==> config.mk <==
export PLATFORM = sky130hd
export DESIGN_NAME = msd_top
export DESIGN_NICKNAME = d
export VERILOG_FILES = /design/src/msd_pkg.sv /design/src/msd_period_cnt.sv /design/src/msd_top.sv
export SDC_FILE = /design/constraint.sdc
export NUM_CORES = 1
export LEC_CHECK = 0
export ABC_AREA = 1
export BUFFER_PORTS_ARGS = -buffer_cell sky130_fd_sc_hd__buf_2
export CORE_MARGIN = 4
export CORE_UTILIZATION = 29
export CTS_BUF_LIST = sky130_fd_sc_hd__clkbuf_8
export DETAILED_ROUTE_END_ITERATION = 8
export HOLD_SLACK_MARGIN = 0.1
export PLACE_DENSITY_LB_ADDON = 0.3
export SETUP_SLACK_MARGIN = 0.4
export SYNTH_ARGS = -nofsm -noshare
export SYNTH_HDL_FRONTEND = slang
export SYNTH_SLANG_ARGS = --single-unit
==> constraint.sdc <==
create_clock -name I_CLK -period 5.55 [get_ports I_CLK]
set_clock_uncertainty 0.2 [all_clocks]
set_input_delay 0.555 -clock I_CLK [delete_from_list [all_inputs] [get_ports I_CLK]]
set_output_delay 0.555 -clock I_CLK [all_outputs]
set_load 0.05 [all_outputs]
==> src/msd_pkg.sv <==
// Package of constants and carrier types for the motor speed discriminator
package msd_pkg;
	// ----------------------------------------
	// Timing and counting constants
	// ----------------------------------------
	localparam int unsigned CLK_HZ          = 10_000_000;     // System clock rate
	localparam int unsigned PRESCALE        = 8;              // Reference prescaler ratio
	localparam int unsigned TARGET_COUNT    = 2046;           // Prescaled ticks per tach period
	localparam int unsigned LOCK_PERMILLE   = 313;            // 3.13 % in hundredths of percent
	localparam int unsigned LOCK_BAND       = (TARGET_COUNT * LOCK_PERMILLE) / 10000; // Lock band in ticks
	localparam int unsigned CNT_W           = 16;             // Period counter width
	localparam int unsigned STOP_FILT       = 4;              // Low cycles counted before stop; one more low cycle means stop
	localparam int unsigned STOP_FILT_NS    = STOP_FILT * 1_000_000_000 / CLK_HZ; // Stop filter time, ns

	// ----------------------------------------
	// Reset values
	// ----------------------------------------
	localparam logic        RST_LOCK_N      = 1'b1;           // Lock flag released after reset
	localparam logic        RST_DRIVE       = 1'b0;           // Drive outputs off after reset

	// ----------------------------------------
	// Types
	// ----------------------------------------
	typedef enum logic [1:0] {
		MSD_ERR_IDLE,
		MSD_ERR_ACCEL,
		MSD_ERR_DECEL
	} msd_err_t;

	typedef struct packed {
		logic o;       // Level driven while enabled
		logic oe;      // High while the pin is driven
	} msd_pin_t;
endpackage

==> src/msd_period_cnt.sv <==
// Period counter of prescaled reference ticks between tachometer edges
`timescale 1ns/1ps
module msd_period_cnt
	import msd_pkg::*;
#(
	parameter int unsigned W = CNT_W
) (
	input  wire logic         i_clk,    // System clock
	input  wire logic         i_rst_n,  // Async reset, active low
	input  wire logic         i_clr,    // Hold counter at zero
	input  wire logic         i_tick,   // Prescaled tick
	input  wire logic         i_edge,   // Tach edge: capture and restart
	output logic [W-1:0]      o_count,  // Count captured at last edge
	output logic              o_valid   // One-cycle pulse with new count
);
	initial begin
		if (W < 12) $error("W too narrow for target count");
	end

	logic [W-1:0] cnt;
	logic [W-1:0] next_cnt;
	logic [W-1:0] next_count;
	logic         next_valid;

	// ----------------------------------------
	// Counting and capture; saturates so a stalled motor reads as very slow
	// ----------------------------------------
	always_comb begin
		next_cnt   = cnt;
		next_count = o_count;
		next_valid = 1'b0;
		if (i_clr) begin
			next_cnt = '0;
		end else if (i_edge) begin
			next_count = cnt;
			next_valid = 1'b1;
			// A tick on the edge cycle opens the new period, so no tick is lost to either period
			next_cnt   = i_tick ? W'(1) : '0;
		end else if (i_tick && cnt != '1) begin
			next_cnt = cnt + W'(1);
		end
	end

	always_ff @(posedge i_clk or negedge i_rst_n) begin
		if (!i_rst_n) begin
			cnt     <= '0;
			o_count <= '0;
			o_valid <= 1'b0;
		end else begin
			cnt     <= next_cnt;
			o_count <= next_count;
			o_valid <= next_valid;
		end
	end
endmodule

==> src/msd_top.sv <==
// Speed discriminator, lock detector and start/stop logic of the motor driver
`timescale 1ns/1ps
// Functional notes
// - Target count 2046 ticks per period
// - One error pulse each tachometer cycle, none on exact target
// - Error output high, low or released
// - Reference divided by eight before counting
// - Locked within plus or minus 3.13 percent
// - Lock flag pulled low while locked
// - Low tach input requests stop state
// - Stop turns off drive and regulators
// - Held tach input low gives reset
// - Lock flag released until first pulse
// - Error output low when speed too high
// - One pin carries tach and start/stop
module msd_top
	import msd_pkg::*;
#(
	parameter int unsigned TARGET = TARGET_COUNT,
	parameter int unsigned BAND   = LOCK_BAND,
	parameter int unsigned DIV    = PRESCALE
) (
	input  wire logic I_CLK,                 // Reference clock, 10 MHz
	input  wire logic I_RST_N,               // Async reset, active low
	input  wire logic I_TACH_IN_STARTSTOP,   // Tach pulse; held low means stop
	output logic      O_ERR_O,               // Error output level
	output logic      O_ERR_OE,              // Error output driven when high
	output logic      O_LOCK_FLAG_OUT_OE,    // Open-collector lock flag: high pulls low
	output logic      O_DRIVE_EN,            // Motor drive outputs enabled
	output logic      O_REG_EN               // Bias and 5 V regulators enabled
);
	initial begin
		if (TARGET < 2 || TARGET >= (1 << CNT_W) - 1) $error("TARGET out of range");
		if (BAND >= TARGET) $error("BAND too wide");
		if (DIV < 1 || DIV > 256) $error("DIV out of range");
	end

	// ----------------------------------------
	// Stop detection; a filter keeps low tach phases of up to STOP_FILT cycles from stopping the motor
	// ----------------------------------------
	logic [3:0] stop_run;
	logic [3:0] next_stop_run;
	logic       stopped;
	logic       next_stopped;
	logic       tach_d;
	logic       seen_pulse;
	logic       next_seen_pulse;
	logic       tach_rise;
	logic       period_vld;       // New period result from the counter below

	assign tach_rise = I_TACH_IN_STARTSTOP && !tach_d;

	always_comb begin
		next_stop_run   = stop_run;
		next_stopped    = stopped;
		next_seen_pulse = seen_pulse;
		if (I_TACH_IN_STARTSTOP) begin
			next_stop_run = '0;
			next_stopped  = 1'b0;
		end else if (stop_run != 4'(STOP_FILT)) begin
			next_stop_run = stop_run + 4'h1;
		end else begin
			next_stopped = 1'b1;
		end
		// Set by the first result after start; that result is partial and is not used
		if (stopped) begin
			next_seen_pulse = 1'b0;
		end else if (period_vld) begin
			next_seen_pulse = 1'b1;
		end
	end

	always_ff @(posedge I_CLK or negedge I_RST_N) begin
		if (!I_RST_N) begin
			stop_run   <= '0;
			stopped    <= 1'b1;
			tach_d     <= 1'b0;
			seen_pulse <= 1'b0;
		end else begin
			stop_run   <= next_stop_run;
			stopped    <= next_stopped;
			tach_d     <= I_TACH_IN_STARTSTOP;
			seen_pulse <= next_seen_pulse;
		end
	end

	// ----------------------------------------
	// Reference prescaler
	// ----------------------------------------
	logic [7:0] pre;
	logic [7:0] next_pre;
	logic       tick;
	logic       next_tick;

	always_comb begin
		next_tick = 1'b0;
		next_pre  = pre + 8'h01;
		if (stopped || pre == 8'(DIV - 1)) begin
			next_pre  = '0;
			next_tick = !stopped;
		end
	end

	always_ff @(posedge I_CLK or negedge I_RST_N) begin
		if (!I_RST_N) begin
			pre  <= '0;
			tick <= 1'b0;
		end else begin
			pre  <= next_pre;
			tick <= next_tick;
		end
	end

	// ----------------------------------------
	// Period measurement
	// ----------------------------------------
	logic [CNT_W-1:0] period;

	msd_period_cnt #(
		.W       (CNT_W)
	) u_period (
		.i_clk   (I_CLK),
		.i_rst_n (I_RST_N),
		.i_clr   (stopped),
		.i_tick  (tick),
		.i_edge  (tach_rise),
		.o_count (period),
		.o_valid (period_vld)
	);

	// ----------------------------------------
	// Charge-pump error pulse; the first period after start is discarded as partial
	// ----------------------------------------
	msd_err_t         err_st;
	msd_err_t         next_err_st;
	logic [CNT_W-1:0] err_len;
	logic [CNT_W-1:0] next_err_len;
	logic             lock;
	logic             next_lock;
	logic [CNT_W-1:0] diff;
	logic             slow;

	always_comb begin
		slow = period > CNT_W'(TARGET);
		diff = slow ? period - CNT_W'(TARGET) : CNT_W'(TARGET) - period;
		next_err_st  = err_st;
		next_err_len = err_len;
		next_lock    = lock;
		if (stopped) begin
			next_err_st  = MSD_ERR_IDLE;
			next_err_len = '0;
			next_lock    = 1'b0;
		end else if (period_vld && seen_pulse) begin
			next_lock = diff <= CNT_W'(BAND);
			if (diff != '0) begin
				next_err_len = diff;
				next_err_st  = slow ? MSD_ERR_ACCEL : MSD_ERR_DECEL;
			end else begin
				next_err_st = MSD_ERR_IDLE;
			end
		end else if (tick && err_st != MSD_ERR_IDLE) begin
			next_err_len = err_len - CNT_W'(1);
			if (err_len == CNT_W'(1)) begin
				next_err_st = MSD_ERR_IDLE;
			end
		end
	end

	always_ff @(posedge I_CLK or negedge I_RST_N) begin
		if (!I_RST_N) begin
			err_st  <= MSD_ERR_IDLE;
			err_len <= '0;
			lock    <= 1'b0;
		end else begin
			err_st  <= next_err_st;
			err_len <= next_err_len;
			lock    <= next_lock;
		end
	end

	// ----------------------------------------
	// Registered outputs
	// ----------------------------------------
	msd_pin_t next_err_pin;

	always_comb begin
		case (next_err_st)
			MSD_ERR_ACCEL: next_err_pin = '{o: 1'b1, oe: 1'b1};
			MSD_ERR_DECEL: next_err_pin = '{o: 1'b0, oe: 1'b1};
			MSD_ERR_IDLE:  next_err_pin = '{o: 1'b0, oe: 1'b0};
			default:       next_err_pin = '{o: 1'b0, oe: 1'b0};
		endcase
	end

	always_ff @(posedge I_CLK or negedge I_RST_N) begin
		if (!I_RST_N) begin
			O_ERR_O            <= 1'b0;
			O_ERR_OE           <= 1'b0;
			O_LOCK_FLAG_OUT_OE <= !RST_LOCK_N;
			O_DRIVE_EN         <= RST_DRIVE;
			O_REG_EN           <= RST_DRIVE;
		end else begin
			// Stop entry releases every pin on the same edge, not one cycle late
			O_ERR_O            <= next_err_pin.o && !next_stopped;
			O_ERR_OE           <= next_err_pin.oe && !next_stopped;
			O_LOCK_FLAG_OUT_OE <= next_lock && !next_stopped;
			O_DRIVE_EN         <= !next_stopped;
			O_REG_EN           <= !next_stopped;
		end
	end

	// ----------------------------------------
	// Assertions
	// ----------------------------------------
	AST_STOP_OFF: assert property (@(posedge I_CLK) disable iff (!I_RST_N)
		stopped |-> !O_DRIVE_EN && !O_REG_EN && !O_ERR_OE && !O_LOCK_FLAG_OUT_OE)
		else $error("outputs active in stop");
	AST_STOP_ENTRY: assert property (@(posedge I_CLK) disable iff (!I_RST_N)
		!I_TACH_IN_STARTSTOP [*5] |=> stopped)
		else $error("stop not entered");
	AST_START: assert property (@(posedge I_CLK) disable iff (!I_RST_N)
		I_TACH_IN_STARTSTOP |=> O_DRIVE_EN)
		else $error("drive not enabled after start");
	AST_DECEL: assert property (@(posedge I_CLK) disable iff (!I_RST_N)
		(period_vld && seen_pulse && !stopped && period < CNT_W'(TARGET)) |=> O_ERR_OE && !O_ERR_O)
		else $error("fast motor not decelerated");
	AST_ACCEL: assert property (@(posedge I_CLK) disable iff (!I_RST_N)
		(period_vld && seen_pulse && !stopped && period > CNT_W'(TARGET)) |=> O_ERR_OE && O_ERR_O)
		else $error("slow motor not accelerated");
	AST_LOCK: assert property (@(posedge I_CLK) disable iff (!I_RST_N)
		(period_vld && seen_pulse && !stopped && diff <= CNT_W'(BAND)) |=> O_LOCK_FLAG_OUT_OE)
		else $error("lock flag not set in band");
	AST_NOLOCK_EARLY: assert property (@(posedge I_CLK) disable iff (!I_RST_N)
		!seen_pulse |=> !lock)
		else $error("lock before first pulse");
	logic [8:0] tick_gap;
	logic [8:0] next_tick_gap;
	logic       had_tick;
	logic       next_had_tick;

	// Cycles since the last tick; only the prescaler assertion reads it
	always_comb begin
		next_tick_gap = tick_gap;
		next_had_tick = had_tick;
		if (stopped) begin
			next_tick_gap = '0;
			next_had_tick = 1'b0;
		end else if (tick) begin
			next_tick_gap = 9'h001;
			next_had_tick = 1'b1;
		end else if (tick_gap != '1) begin
			next_tick_gap = tick_gap + 9'h001;
		end
	end

	always_ff @(posedge I_CLK or negedge I_RST_N) begin
		if (!I_RST_N) begin
			tick_gap <= '0;
			had_tick <= 1'b0;
		end else begin
			tick_gap <= next_tick_gap;
			had_tick <= next_had_tick;
		end
	end

	AST_TICK: assert property (@(posedge I_CLK) disable iff (!I_RST_N)
		(tick && had_tick && !stopped) |-> tick_gap == 9'(DIV))
		else $error("prescaler tick spacing wrong");
	AST_EXACT: assert property (@(posedge I_CLK) disable iff (!I_RST_N)
		(period_vld && seen_pulse && !stopped && period == CNT_W'(TARGET)) |=> !O_ERR_OE && O_LOCK_FLAG_OUT_OE)
		else $error("exact target not idle");
	COV_ACCEL: cover property (@(posedge I_CLK) O_ERR_OE && O_ERR_O);
	COV_DECEL: cover property (@(posedge I_CLK) O_ERR_OE && !O_ERR_O);
	COV_LOCK:  cover property (@(posedge I_CLK) $rose(O_LOCK_FLAG_OUT_OE));
	COV_STOP:  cover property (@(posedge I_CLK) $fell(O_DRIVE_EN));
endmodule

==> flow_metrics.tcl <==
set metrics [dict create \
    outcome "finished clean" \
    cp_slowest_stage_delay_ns 0.53 \
    ys_ff_latch 72 \
    synth_common_cells "nand2_1 (184), dfrtp_1 (71), inv_1 (68)" \
    post-cts-setup-buffers 0 \
    drt-total-wl_mm 10.8 \
    routedWlPerCell_um 12.7 \
    synthMuxAreaShare_pct 0 \
    synth_xor_xnor_area_share_pct 4.80 \
    dr.pass1.iters 4 \
    leakagePower_nw 2.35 \
    p_int_mw 1.15 \
    start_kind "flop" \
    max_freq_mhz 338 \
    use_met1_pct 18.0 \
    met3_usage_pct 3.25 \
    cp.required_ns 5.66 \
    yosys.area_share.adder_pct 3.02 \
    peakVddDrop_mv 0.174 \
    synth_compound_area_share_pct 8.83 \
    ant_nets 0 \
    cp.arrival_ns 3.06 \
    dieArea_sq_um 17800 \
    gp_congestion 0.914 \
    grt_overflow 0 \
    final_nets 646 \
    vias_per_cell 4.61 \
    drive_gt1_share_pct 8.79 \
    area_growth_pct 10.3 \
    ys_async_sr_fraction_pct 100 \
    switching_share_pct 40.3 \
    criticalPathCategory "reg -> reg" \
    synth_edf_count 0 \
    worst_pin_slew_ns 0.925 \
    yosysMostFrequentCell "nand2_1" \
    die_w_um 133 \
    power.total_mw 1.92 \
    crit_chain "ha_1 > inv_1 > o21ai_0 > nor2_1 > nand4_1 > nand2_1 > nor2_2 > nand3_2 > nor2_4 > nand2_1 > nand2_1 > o21ai_0 > inv_1 > ha_1 > nor2_1" \
    clock_power_share_pct 25.4 \
    clk_pin_slew_worst_paths_ns 0.09 \
    grt_busiest_layer "met2" \
    grt_setup_unrepaired "false" \
    syn_inst 625 \
    yosys.area.top_type "dfrtp_1" \
    syn_area_per_cell_sq_um 7.30 \
    drv_cap 0 \
    ys_warn_count 0 \
    cts_root_buf "clkbuf_8" \
    syn_area_sq_um 4560 \
    start_util_pct 29.8 \
    clk-insertion-delay-late_ns 0.38 \
    tns_ns 0 \
    cp_common_cell "nand2_1" \
    power.switching_mw 0.773 \
    cts_buffers 9 \
    synthSimpleGateAreaFrac_pct 36.2 \
    slew_violations 0 \
    synth_top_area_share_pct 38.9 \
    cts_resized 0 \
    grt_pass1_wl_mm 18.8 \
    die_h_um 133 \
    cts_hold_buf 0 \
    syn-num-nets 639 \
    yosys-top-cells-area "dfrtp_1 (39%), nand2_1 (15%), nand3_1 (6.5%)" \
    p_per_area_nw_per_um2 381 \
    core_area_sq_um 15300 \
    port_buffers 7 \
    met2_usage_pct 19.9 \
    seq_area_frac_synth_pct 39.5 \
    timing_hold_violations_final 0 \
    cp-end-kind "flop" \
    drc 0 \
    maxSlewHeadroom_pct 38.4 \
    cts_buffer_depth 2 \
    antenna_cells 0 \
    antenna_found_initial 0 \
    slowest_stage "dfrtp_1" \
    cts_tree "built" \
    post-dp-hpwl_mm 8.06 \
    grt_max_degree 73 \
    post-route-period-util_pct 53.2 \
    clock_sinks 72 \
    path_max_fanout 8 \
    period_needed_ns 2.96 \
    grt.total_usage_pct 13.1 \
    num_rows 45 \
    hp-class "in -> async" \
    ios 8 \
    p_comb_share_pct 33.9 \
    first_global_vias 3784 \
    synth_top_family_by_area "simple AND/OR/NAND/NOR gates" \
    setup_viol 0 \
    htree_num_levels 3 \
    drtIter0Drc 222 \
    fill_cells 1683 \
    synth.distinct_cells 42 \
    vias 3908 \
    synth_ff_type "dfrtp_1" \
    p_seq_share_pct 40.7 \
]
==> cell families (layout without fill, tap and decap cells) <==
logic type                 count (synthesis)  after routing
AOI/OAI and AO/OA                         71             71
xor gates and xnor gates                  25             25
adders and majority gates                 11             11
buffers and inverters                     87             99
DFF                                       72             72
and+or+nand+nor                          359            359
==> power groups by stage <==
stage	clock network [mW]	registers, mW	logic (mW)
finish	0.488	0.781	0.650
global placement	0	0.790	0.649
floorplan	0	0.762	0.507
detailed placement	0	0.789	0.651
global route	0.531	0.803	0.757
CTS	0.510	0.780	0.654
==> through the flow <==
stage	util [%]	worst slack (ns)	std cells	area [sq um]	hold slack [ns]
6_report	32.9	2.59	848	5030	0.113
5_1_grt	32.9	2.24	848	5030	0.135
4_1_cts	32.9	2.56	848	5030	0.122
3_5_place_dp	31.4	2.60	832	4800	0.260
3_3_place_gp	31.4	2.56	832	4800	0.254
2_1_floorplan	-	3.02	625	4560	0.0594
==> critical path, delay by kind of cell, from the launching register on <==
kind | cells | cell delay [ns]
fa+ha+maj | 2 | 0.49
compound gates | 2 | 0.50
flops | 1 | 0.53
simple gates | 9 | 0.99
buf+inv | 2 | 0.18
==> layout make-up <==
class,count,area [sq um],area share (%)
tap,211,264,5.25
multi-input combinational,466,2410,47.9
clock buffer,10,138,2.73
sequential,72,1800,35.8
timing repair buffer,8,45.0,0.895
clock inverter,6,90.1,1.79
inverter,75,282,5.59
==> routing by layer <==
| metal | wire, um | vias to the layer above |
|---|---|---|
| met5 | 0 | - |
| met4 | 196 | 0 |
| met3 | 310 | 16 |
| met2 | 4890 | 38 |
| met1 | 5390 | 1813 |
| li1 | - | 2041 |
==> cell usage in the layout, fill, tap and decap left out, types with 4 or more instances in the layout <==
master	n
nor2_1	55
a21oi_1	12
o22ai_1	7
xnor2_1	5
nand2_1	184
dfrtp_1	71
o21ai_0	32
nand4_1	11
o21ai_1	6
inv_1	69
nor3_1	16
nor2_4	8
inv_2	6
xor2_1	20
nand3_1	59
ha_1	11
buf_2	6
nor2_2	5
nand2_2	4
a31oi_1	4
clkbuf_8	10
==> final timing paths <==
check | depth (start not counted) | end | slack, ns | from
min in group I_CLK | 1 | tach_d$_DFF_PN0_ | 0.16 | I_TACH_IN_STARTSTOP
max in group asynchronous | 1 | tick$_DFF_PN0_ | 4.44 | I_RST_N
min reg2reg | 1 | pre[0]$_DFF_PN0_ | 0.27 | pre[0]$_DFF_PN0_
min | 1 | err_len[8]$_DFFE_PN0P_ | 0.11 | I_RST_N
max | 15 | O_ERR_OE$_DFF_PN0_ | 2.59 | u_period.o_count[1]$_DFFE_PN0P_
max reg2reg | 15 | O_ERR_OE$_DFF_PN0_ | 2.59 | u_period.o_count[1]$_DFFE_PN0P_
==> sequential cells by signal (all words and copies together) (netlist names), 2 cells and up <==
signal            cells
err_len              16
err_st                2
pre                   8
stop_run              4
u_period.cnt         16
u_period.o_count     16
(Power assumes the default switching activity.)
